<file path="src/wdt_pkg.sv">
package wdt_pkg;

    ////////////////////////////////////////////////////////////////////////////
    // Register map, byte addresses
    localparam int ADDR_W = 5;
    localparam logic [4:0] OFS_CTRL = 5'h00;
    localparam logic [4:0] OFS_TOVAL = 5'h04;
    localparam logic [4:0] OFS_WIN = 5'h08;
    localparam logic [4:0] OFS_CNT = 5'h0c;
    localparam logic [4:0] OFS_STAT = 5'h10;

    // Bus responses
    localparam logic [1:0] RESP_OKAY = 2'h0;
    localparam logic [1:0] RESP_SLVERR = 2'h2;

    ////////////////////////////////////////////////////////////////////////////
    // Service and unlock keys
    localparam logic [15:0] KEY_REFRESH_1 = 16'ha602;
    localparam logic [15:0] KEY_REFRESH_2 = 16'hb480;
    localparam logic [15:0] KEY_UNLOCK_1 = 16'hc520;
    localparam logic [15:0] KEY_UNLOCK_2 = 16'hd928;

    // Bus-clock deadlines
    localparam int KEY_GAP_CLKS = 16;
    localparam int UNLOCK_CLKS = 128;
    localparam logic [4:0] KEY_GAP_LOAD = 5'(KEY_GAP_CLKS - 1);
    localparam logic [7:0] UNLOCK_LOAD = 8'(UNLOCK_CLKS - 1);

    // Fixed prescaler
    localparam int PRESCALE_DIV = 256;
    localparam logic [7:0] PRESCALE_LAST = 8'(PRESCALE_DIV - 1);

    ////////////////////////////////////////////////////////////////////////////
    // Reset values
    localparam logic [15:0] TOVAL_RST = 16'hffff;
    localparam logic [15:0] WIN_RST = 16'h0000;
    localparam logic [15:0] CNT_CLEAR = 16'h0000;

    // Count clock choices
    typedef enum logic [1:0] {
        CLK_BUS,
        CLK_LPO,
        CLK_EXT,
        CLK_REF
    } wdt_clk_sel_t;

    // Control register layout, bit 0 upward is enable
    typedef struct packed {
        wdt_clk_sel_t clk_sel;
        logic run_in_deep_sleep;
        logic run_in_sleep;
        logic run_in_halt_select;
        logic divide_by_256_select;
        logic window_en;
        logic enable;
    } wdt_ctrl_t;

    localparam wdt_ctrl_t CTRL_RST = 8'h01;

    // Status register bit positions
    localparam int STAT_ACTIVE = 0;
    localparam int STAT_REFRESH_ARMED = 1;
    localparam int STAT_UNLOCK_ARMED = 2;
    localparam int STAT_UNLOCKED = 3;

    // Key sequence states
    typedef enum logic [1:0] {
        SEQ_IDLE,
        SEQ_REFRESH,
        SEQ_UNLOCK
    } wdt_seq_t;

endpackage

</file>
<file path="src/wdt_top.sv">
`timescale 1ns/100ps

// Overview of operation
// - Four count clocks picked by select field
// - Counter runs; missed service resets system
// - Timeout taken from timeout value pair
// - Enabled after reset; cleared enable stops it
// - Refresh keys within 16 clocks, else reset
// - Good refresh clears counter to zero
// - Prescale bit divides count clock by 256
// - Counter readable anytime; writes never load it
// - Unlock keys within 16 bus clocks
// - Reconfigure within 128 clocks after unlock
// - Halt, sleep, deep sleep suspend unless enabled
module wdt_top (
    input wire logic aclk,
    input wire logic aresetn,
    input wire logic [wdt_pkg::ADDR_W-1:0] awaddr,
    input wire logic awvalid,
    output logic awready,
    input wire logic [31:0] wdata,
    input wire logic [3:0] wstrb,
    input wire logic wvalid,
    output logic wready,
    output logic [1:0] bresp,
    output logic bvalid,
    input wire logic bready,
    input wire logic [wdt_pkg::ADDR_W-1:0] araddr,
    input wire logic arvalid,
    output logic arready,
    output logic [31:0] rdata,
    output logic [1:0] rresp,
    output logic rvalid,
    input wire logic rready,
    input wire logic low_power_1khz_source,
    input wire logic internal_32khz_reference,
    input wire logic external_oscillator_source,
    input wire logic halt_mode,
    input wire logic sleep_mode,
    input wire logic deep_sleep_mode,
    output logic system_reset_req
);
    import wdt_pkg::*;

    wdt_ctrl_t ctrl_q;
    logic [15:0] toval_q, win_q, cnt_q, key;
    logic [ADDR_W-1:0] waddr_q;
    logic [31:0] wdata_q, rd_word;
    logic [3:0] wstrb_q, stat;
    logic [7:0] lock_cnt_q;
    logic [4:0] gap_q, gap_d;
    wdt_seq_t seq_q, seq_d;
    logic unlocked_q, sw_unlock_q, active, timeout, rd_hit;
    logic lpo_tick, ref_tick, ext_tick, div_tick, src_tick, cnt_tick;
    logic wr_fire, wr_ctrl, wr_toval, wr_win, wr_cnt, wr_hit, key_wr;
    logic refresh_done, unlock_done, seq_fail, unlock_fail;

    // Byte-lane merge of a 16-bit field
    function automatic logic [15:0] merge16(
        input logic [15:0] old,
        input logic [31:0] d,
        input logic [3:0] s
    );
        return {s[1] ? d[15:8] : old[15:8], s[0] ? d[7:0] : old[7:0]};
    endfunction

    ////////////////////////////////////////////////////////////////////////////
    // Count clock sources and prescaler

    // Pin clocks synchronised into aclk
    wdt_edge_sync u_lpo_sync (
        .aclk(aclk),
        .aresetn(aresetn),
        .pin(low_power_1khz_source),
        .tick(lpo_tick)
    );
    wdt_edge_sync u_ref_sync (
        .aclk(aclk),
        .aresetn(aresetn),
        .pin(internal_32khz_reference),
        .tick(ref_tick)
    );
    wdt_edge_sync u_ext_sync (
        .aclk(aclk),
        .aresetn(aresetn),
        .pin(external_oscillator_source),
        .tick(ext_tick)
    );

    // Running only when enabled and not suspended by a low-power mode
    assign active = ctrl_q.enable
        && (ctrl_q.run_in_halt_select || !halt_mode)
        && (ctrl_q.run_in_sleep || !sleep_mode)
        && (ctrl_q.run_in_deep_sleep || !deep_sleep_mode);

    // Source select
    always_comb begin
        case (ctrl_q.clk_sel)
            CLK_BUS: src_tick = active;
            CLK_LPO: src_tick = active & lpo_tick;
            CLK_EXT: src_tick = active & ext_tick;
            default: src_tick = active & ref_tick;
        endcase
    end

    wdt_div256 u_div (
        .aclk(aclk),
        .aresetn(aresetn),
        .tick_in(src_tick),
        .tick_out(div_tick)
    );

    // Optional divide by 256
    assign cnt_tick = ctrl_q.divide_by_256_select ? (div_tick & active) : src_tick;

    ////////////////////////////////////////////////////////////////////////////
    // Bus write side

    // Address and data are taken independently, then performed together
    assign wr_fire = !awready && !wready && !bvalid;

    // Write address channel
    always_ff @(posedge aclk) begin
        if (!aresetn) begin
            awready <= 1'b1;
            waddr_q <= '0;
        end else if (awvalid && awready) begin
            awready <= 1'b0;
            waddr_q <= awaddr;
        end else if (bvalid && bready) begin
            awready <= 1'b1;
        end
    end

    // Write data channel
    always_ff @(posedge aclk) begin
        if (!aresetn) begin
            wready <= 1'b1;
            wdata_q <= '0;
            wstrb_q <= '0;
        end else if (wvalid && wready) begin
            wready <= 1'b0;
            wdata_q <= wdata;
            wstrb_q <= wstrb;
        end else if (bvalid && bready) begin
            wready <= 1'b1;
        end
    end

    // Write decode
    always_comb begin
        wr_ctrl = 1'b0;
        wr_toval = 1'b0;
        wr_win = 1'b0;
        wr_cnt = 1'b0;
        wr_hit = 1'b1;
        if (waddr_q == OFS_CTRL) begin
            wr_ctrl = wr_fire;
        end else if (waddr_q == OFS_TOVAL) begin
            wr_toval = wr_fire;
        end else if (waddr_q == OFS_WIN) begin
            wr_win = wr_fire;
        end else if (waddr_q == OFS_CNT) begin
            wr_cnt = wr_fire;
        end else if (waddr_q == OFS_STAT) begin
            wr_hit = 1'b1;
        end else begin
            wr_hit = 1'b0;
        end
    end

    // Write response
    always_ff @(posedge aclk) begin
        if (!aresetn) begin
            bvalid <= 1'b0;
            bresp <= RESP_OKAY;
        end else if (wr_fire) begin
            bvalid <= 1'b1;
            bresp <= wr_hit ? RESP_OKAY : RESP_SLVERR;
        end else if (bready) begin
            bvalid <= 1'b0;
        end
    end

    ////////////////////////////////////////////////////////////////////////////
    // Configuration, writable only while unlocked

    // Control register
    always_ff @(posedge aclk) begin
        if (!aresetn) begin
            ctrl_q <= CTRL_RST;
        end else if (wr_ctrl && unlocked_q && wstrb_q[0]) begin
            ctrl_q <= wdt_ctrl_t'(wdata_q[7:0]);
        end
    end

    // Timeout and window values
    always_ff @(posedge aclk) begin
        if (!aresetn) begin
            toval_q <= TOVAL_RST;
            win_q <= WIN_RST;
        end else if (unlocked_q) begin
            if (wr_toval) begin
                toval_q <= merge16(toval_q, wdata_q, wstrb_q);
            end
            if (wr_win) begin
                win_q <= merge16(win_q, wdata_q, wstrb_q);
            end
        end
    end

    // Unlock window; a control write closes it
    always_ff @(posedge aclk) begin
        if (!aresetn) begin
            unlocked_q <= 1'b1;
            sw_unlock_q <= 1'b0;
            lock_cnt_q <= UNLOCK_LOAD;
        end else if (unlock_done) begin
            unlocked_q <= 1'b1;
            sw_unlock_q <= 1'b1;
            lock_cnt_q <= UNLOCK_LOAD;
        end else if (unlocked_q) begin
            if (wr_ctrl || lock_cnt_q == 8'h00) begin
                unlocked_q <= 1'b0;
                sw_unlock_q <= 1'b0;
            end else begin
                lock_cnt_q <= lock_cnt_q - 8'h01;
            end
        end
    end

    // Only a software unlock that runs out forces a reset
    assign unlock_fail = unlocked_q && sw_unlock_q && !wr_ctrl && (lock_cnt_q == 8'h00);

    ////////////////////////////////////////////////////////////////////////////
    // Key sequences on the counter pair

    // Keys need both low byte lanes
    assign key_wr = wr_cnt && (wstrb_q[1:0] == 2'h3);
    assign key = wdata_q[15:0];

    // Sequence decode
    always_comb begin
        seq_d = seq_q;
        gap_d = gap_q;
        refresh_done = 1'b0;
        unlock_done = 1'b0;
        seq_fail = 1'b0;
        case (seq_q)
            SEQ_IDLE: begin
                if (key_wr && key == KEY_REFRESH_1) begin
                    if (ctrl_q.window_en && cnt_q < win_q) begin
                        seq_fail = 1'b1;
                    end else begin
                        seq_d = SEQ_REFRESH;
                        gap_d = KEY_GAP_LOAD;
                    end
                end else if (key_wr && key == KEY_UNLOCK_1) begin
                    seq_d = SEQ_UNLOCK;
                    gap_d = KEY_GAP_LOAD;
                end
            end
            default: begin // Either sequence waiting for its second key
                if (key_wr) begin
                    seq_d = SEQ_IDLE;
                    refresh_done = (seq_q == SEQ_REFRESH) && (key == KEY_REFRESH_2);
                    unlock_done = (seq_q == SEQ_UNLOCK) && (key == KEY_UNLOCK_2);
                    seq_fail = !refresh_done && !unlock_done;
                end else if (gap_q == 5'h00) begin
                    seq_d = SEQ_IDLE;
                    seq_fail = 1'b1;
                end else begin
                    gap_d = gap_q - 5'h01;
                end
            end
        endcase
    end

    // Sequence state
    always_ff @(posedge aclk) begin
        if (!aresetn) begin
            seq_q <= SEQ_IDLE;
            gap_q <= '0;
        end else begin
            seq_q <= seq_d;
            gap_q <= gap_d;
        end
    end

    ////////////////////////////////////////////////////////////////////////////
    // Counter and reset request

    // Counter, cleared only by a good refresh
    always_ff @(posedge aclk) begin
        if (!aresetn) begin
            cnt_q <= CNT_CLEAR;
        end else if (refresh_done) begin
            cnt_q <= CNT_CLEAR;
        end else if (cnt_tick && cnt_q != toval_q) begin
            cnt_q <= cnt_q + 16'h0001;
        end
    end

    // Timeout when the count meets the programmed value
    assign timeout = active && (cnt_q == toval_q);

    // Sticky request, cleared by the system reset it causes
    always_ff @(posedge aclk) begin
        if (!aresetn) begin
            system_reset_req <= 1'b0;
        end else if (timeout || seq_fail || unlock_fail) begin
            system_reset_req <= 1'b1;
        end
    end

    ////////////////////////////////////////////////////////////////////////////
    // Bus read side

    // Status bits
    always_comb begin
        stat = '0;
        stat[STAT_ACTIVE] = active;
        stat[STAT_REFRESH_ARMED] = (seq_q == SEQ_REFRESH);
        stat[STAT_UNLOCK_ARMED] = (seq_q == SEQ_UNLOCK);
        stat[STAT_UNLOCKED] = unlocked_q;
    end

    // Read decode
    always_comb begin
        rd_hit = 1'b1;
        if (araddr == OFS_CTRL) begin
            rd_word = 32'(ctrl_q);
        end else if (araddr == OFS_TOVAL) begin
            rd_word = 32'(toval_q);
        end else if (araddr == OFS_WIN) begin
            rd_word = 32'(win_q);
        end else if (araddr == OFS_CNT) begin
            rd_word = 32'(cnt_q);
        end else if (araddr == OFS_STAT) begin
            rd_word = 32'(stat);
        end else begin
            rd_word = '0;
            rd_hit = 1'b0;
        end
    end

    // Read channel: data latched when the address is taken
    always_ff @(posedge aclk) begin
        if (!aresetn) begin
            arready <= 1'b1;
            rvalid <= 1'b0;
            rdata <= '0;
            rresp <= RESP_OKAY;
        end else if (arvalid && arready) begin
            arready <= 1'b0;
            rvalid <= 1'b1;
            rdata <= rd_word;
            rresp <= rd_hit ? RESP_OKAY : RESP_SLVERR;
        end else if (rvalid && rready) begin
            arready <= 1'b1;
            rvalid <= 1'b0;
        end
    end

endmodule

</file>
<file path="src/wdt_edge_sync.sv">
`timescale 1ns/100ps

// Brings a slow clock pin into aclk and marks each rising edge
module wdt_edge_sync (
    input wire logic aclk,
    input wire logic aresetn,
    input wire logic pin,
    output logic tick
);
    logic meta_q;
    logic sync_q;
    logic last_q;

    // Two-stage synchroniser, then one stage for the edge
    always_ff @(posedge aclk) begin
        if (!aresetn) begin
            meta_q <= 1'b0;
            sync_q <= 1'b0;
            last_q <= 1'b0;
            tick <= 1'b0;
        end else begin
            meta_q <= pin;
            sync_q <= meta_q;
            last_q <= sync_q;
            tick <= sync_q & ~last_q;
        end
    end
endmodule

</file>
<file path="src/wdt_div256.sv">
`timescale 1ns/100ps

// Passes one tick out of every PRESCALE_DIV ticks in
module wdt_div256 (
    input wire logic aclk,
    input wire logic aresetn,
    input wire logic tick_in,
    output logic tick_out
);
    import wdt_pkg::*;

    logic [7:0] div_q;

    // Divider count and output tick
    always_ff @(posedge aclk) begin
        if (!aresetn) begin
            div_q <= '0;
            tick_out <= 1'b0;
        end else begin
            tick_out <= tick_in && (div_q == PRESCALE_LAST);
            if (tick_in) begin
                div_q <= div_q + 8'h01;
            end
        end
    end
endmodule

</file>
<file path="config.mk">
export PLATFORM = sky130hd
export DESIGN_NAME = wdt_top
export DESIGN_NICKNAME = d
export VERILOG_FILES = /design/src/wdt_pkg.sv /design/src/wdt_top.sv /design/src/wdt_edge_sync.sv /design/src/wdt_div256.sv
export SDC_FILE = /design/constraint.sdc
export NUM_CORES = 1
export LEC_CHECK = 0
export ABC_CLOCK_PERIOD_IN_PS = 2100
export BUFFER_PORTS_ARGS = -buffer_cell sky130_fd_sc_hd__buf_4
export CORE_MARGIN = 5
export CORE_UTILIZATION = 52
export DETAILED_ROUTE_END_ITERATION = 8
export PLACE_DENSITY = 0.72
export SETUP_SLACK_MARGIN = 0.2
export SLEW_MARGIN = 40
export SYNTH_ARGS = -nofsm -noshare
export SYNTH_HDL_FRONTEND = slang
export SYNTH_SLANG_ARGS = --single-unit
export TNS_END_PERCENT = 50
</file>
<file path="constraint.sdc">
create_clock -name aclk -period 2.1 [get_ports aclk]
set_clock_uncertainty 0.05 [all_clocks]
set_input_delay 0.105 -clock aclk [delete_from_list [all_inputs] [get_ports aclk]]
set_output_delay 0.105 -clock aclk [all_outputs]
set_load 0.05 [all_outputs]
</file>
==> impl_metrics.json <==
{
  "violations": "setup timing",
  "clock-root-buffer": "clkbuf_16",
  "start_util_pct": 53.6,
  "grt_overflow": 0,
  "grt_pass1_wl_um": 33200,
  "via_per_inst": 5.75,
  "synth-seq-area-share_pct": 39.4,
  "syn_to_final_growth_pct": 34.7,
  "grt_pass1_vias": 6676,
  "netlist_area_sq_mm": 0.00716,
  "holdWs_ns": 0.0407,
  "synth.top_cell.area_share_pct": 39.4,
  "die_width_um": 127,
  "synthArstFlopShare_pct": 0,
  "die_h_um": 127,
  "grt_antenna_before_repair": 0,
  "cts_sinks": 141,
  "wl_um": 21000,
  "detail_route.wl_per_cell_um": 17.4,
  "place_hpwl_um": 14000,
  "globalplace.congestion": 0.911,
  "synth_cell_types": 66,
  "final_nets": 1104,
  "track_usage_pct": 25.4,
  "status": "finished with violations",
  "min_period_over_period_pct": 103,
  "fp-row-count": 42,
  "critPathLaunchType": "flip-flop",
  "yosys-top-cells-area": "dfxtp_1 39%, nand2_1 6.6%, a21oi_1 4.5%, ha_1 4.2%, o21ai_0 3.9%",
  "htree_levels": 4,
  "leakage_nw": 3.69,
  "ys_top_cells_by_count": "141 x dfxtp_1, 125 x nand2_1, 64 x a21oi_1",
  "netlist_instances": 867,
  "worstHoldPathType": "in -> reg",
  "drtAntennaViolNets": 0,
  "clockBufferDepth": 2,
  "p_total_mw": 6.66,
  "end_kind": "flip-flop",
  "yosysTopAreaCell": "dfxtp_1",
  "hold_viol_final": 0,
  "critPathMaxFanout": 6,
  "portBuffers": 64,
  "rsz0062_at_grt": "true",
  "arrival_ns": 2.46,
  "grt_max_degree": 44,
  "crit_required_ns": 2.40,
  "drive_gt1_share_pct": 27.2,
  "power_density_mw_per_mm2": 690,
  "yosysMostFrequentCell": "dfxtp_1",
  "relSlewSlack_pct": 59.8,
  "fin_area_sq_mm": 0.00964,
  "finalMaxSlewViolations": 0,
  "tightest_slew_ns": 0.601,
  "vias": 6953,
  "pre_cts_ws_ns": -0.112,
  "remaining_drc_errors": 0,
  "clk_pin_slew_ns": 0.06,
  "cts_tree": "built",
  "synth-edff-count": 0,
  "setup_viol": 9,
  "drt_iter0_markers": 607,
  "yosysWarnings": 0,
  "diodes": 0,
  "drt_first_pass_iters": 8,
  "yosys_register_bits": 141,
  "min_period_ns": 2.16,
  "core-area_sq_mm": 0.0133,
  "fmax_mhz": 463,
  "worst_slack_ns": -0.0598,
  "insertion_delay_ns": 0.42,
  "placed_area_sq_mm": 0.00820,
  "maxCapViolations": 0,
  "critical_path_class": "reg -> reg",
  "die-area_sq_mm": 0.0162,
  "ir_drop_v": 0.000591,
  "avgSynthCellArea_sq_um": 8.25,
  "synthFlopType": "dfxtp_1",
  "cts_buffers": 17,
  "ioPinCount": 101
}
routing by layer:
layer | vias to the layer above | global-route usage, % | share of wire, %
met5 | - | 0 | 0
met4 | 0 | 8.08 | 1.9
met3 | 39 | 4.76 | 6.1
met2 | 278 | 43.7 | 50
met1 | 3254 | 32.2 | 42
li1 | 3382 | - | -
stage by stage:
stage | instances | TNS [ns] | utilization, %
CTS | 1199 | -0.175 | 70.2
finish | 1209 | -0.281 | 72.2
detailed placement | 1128 | -0.647 | 61.4
floorplan | 884 | 0 | -
global route | 1209 | -1.24 | 72.2
global placement | 1128 | -0.216 | 61.4
power breakdown:
part,internal (mW),switching (mW),leakage [nW]
combinational,0.274,0.443,2.24
clock,2.00,1.14,0.302
sequential,2.74,0.0580,1.15
total,5.02,1.64,3.69
final cells by class:
type	instances	area [sq um]
inverter	33	124
fill	1014	3710
tap	176	220
timing repair buffer	183	1510
clock buffer	19	443
multi-input combinational	645	4320
sequential	141	2850
clock inverter	12	170
timing repair:
item | in CTS | in global routing
buffers inserted | 9 | 8
pin swaps | 11 | 18
resized for setup | 35 | 47
gates cloned | 0 | 2
endpoints found under the hold margin | 32 | 0
setup endpoints to repair | 38 | 62
hold buffers | 31 | 0
worst paths after layout:
| check | start | to | slack (ns) | cells after the start |
|---|---|---|---|---|
| max | ctrl_q[6]$_SDFFE_PN0P_ | cnt_q[7]$_SDFFE_PP0P_ | -0.06 | 7 |
| min | awvalid | waddr_q[1]$_SDFFE_PN0P_ | 0.04 | 4 |
| max reg2reg | ctrl_q[6]$_SDFFE_PN0P_ | cnt_q[7]$_SDFFE_PP0P_ | -0.06 | 7 |
| min reg2reg | u_ref_sync.last_q$_SDFF_PN0_ | u_ref_sync.tick$_SDFF_PN0_ | 0.34 | 1 |
worst max-delay path: stages, from the launching register on:
cell	delay, ns
dfxtp_2	0.34
inv_2	0.05
ha_4	0.26
nor2b_4	0.15
a2111oi_4	0.07
or4_4	0.49
or4_4	0.56
a21oi_2	0.12
cell usage in the layout, fill, tap and decap left out, drive strengths merged, types with 14 or more instances in the layout:
| master | instances |
|---|---|
| xnor2 | 25 |
| clkbuf | 19 |
| dlygate4sd3 | 31 |
| dfxtp | 141 |
| and2 | 16 |
| or4 | 14 |
| nand4 | 19 |
| a21oi | 66 |
| conb | 18 |
| nand3 | 35 |
| inv | 33 |
| nand2 | 125 |
| buf | 152 |
| nor2 | 60 |
| nor3 | 19 |
| ha | 24 |
| a22oi | 15 |
| o21ai | 56 |
sequential cells by signal, indices dropped and copies added, names as in the netlist, 2 cells and up:
signal       flops
cnt_q           16
rdata           16
toval_q         16
wdata_q         16
win_q           16
ctrl_q           8
lock_cnt_q       8
u_div.div_q      8
gap_q            5
waddr_q          5
seq_q            2
wstrb_q          2
logic make-up (layout without fill, tap and decap cells):
| kind of cell | after synthesis | in the layout | synth area share [%] |
|---|---|---|---|
| AO/OA/AOI/OAI | 205 | 205 | 17.9 |
| XOR/XNOR | 30 | 30 | 3.67 |
| adder cells (fa/ha/maj) | 24 | 24 | 4.20 |
| buffers and inverters | 99 | 247 | 6.36 |
| flip-flops | 141 | 141 | 39.4 |
| multiplexers | 22 | 22 | 3.92 |
| other | 1 | 18 | 0.0524 |
| AND/OR/NAND/NOR | 345 | 346 | 24.4 |
Power figures use the tool's default switching activity.
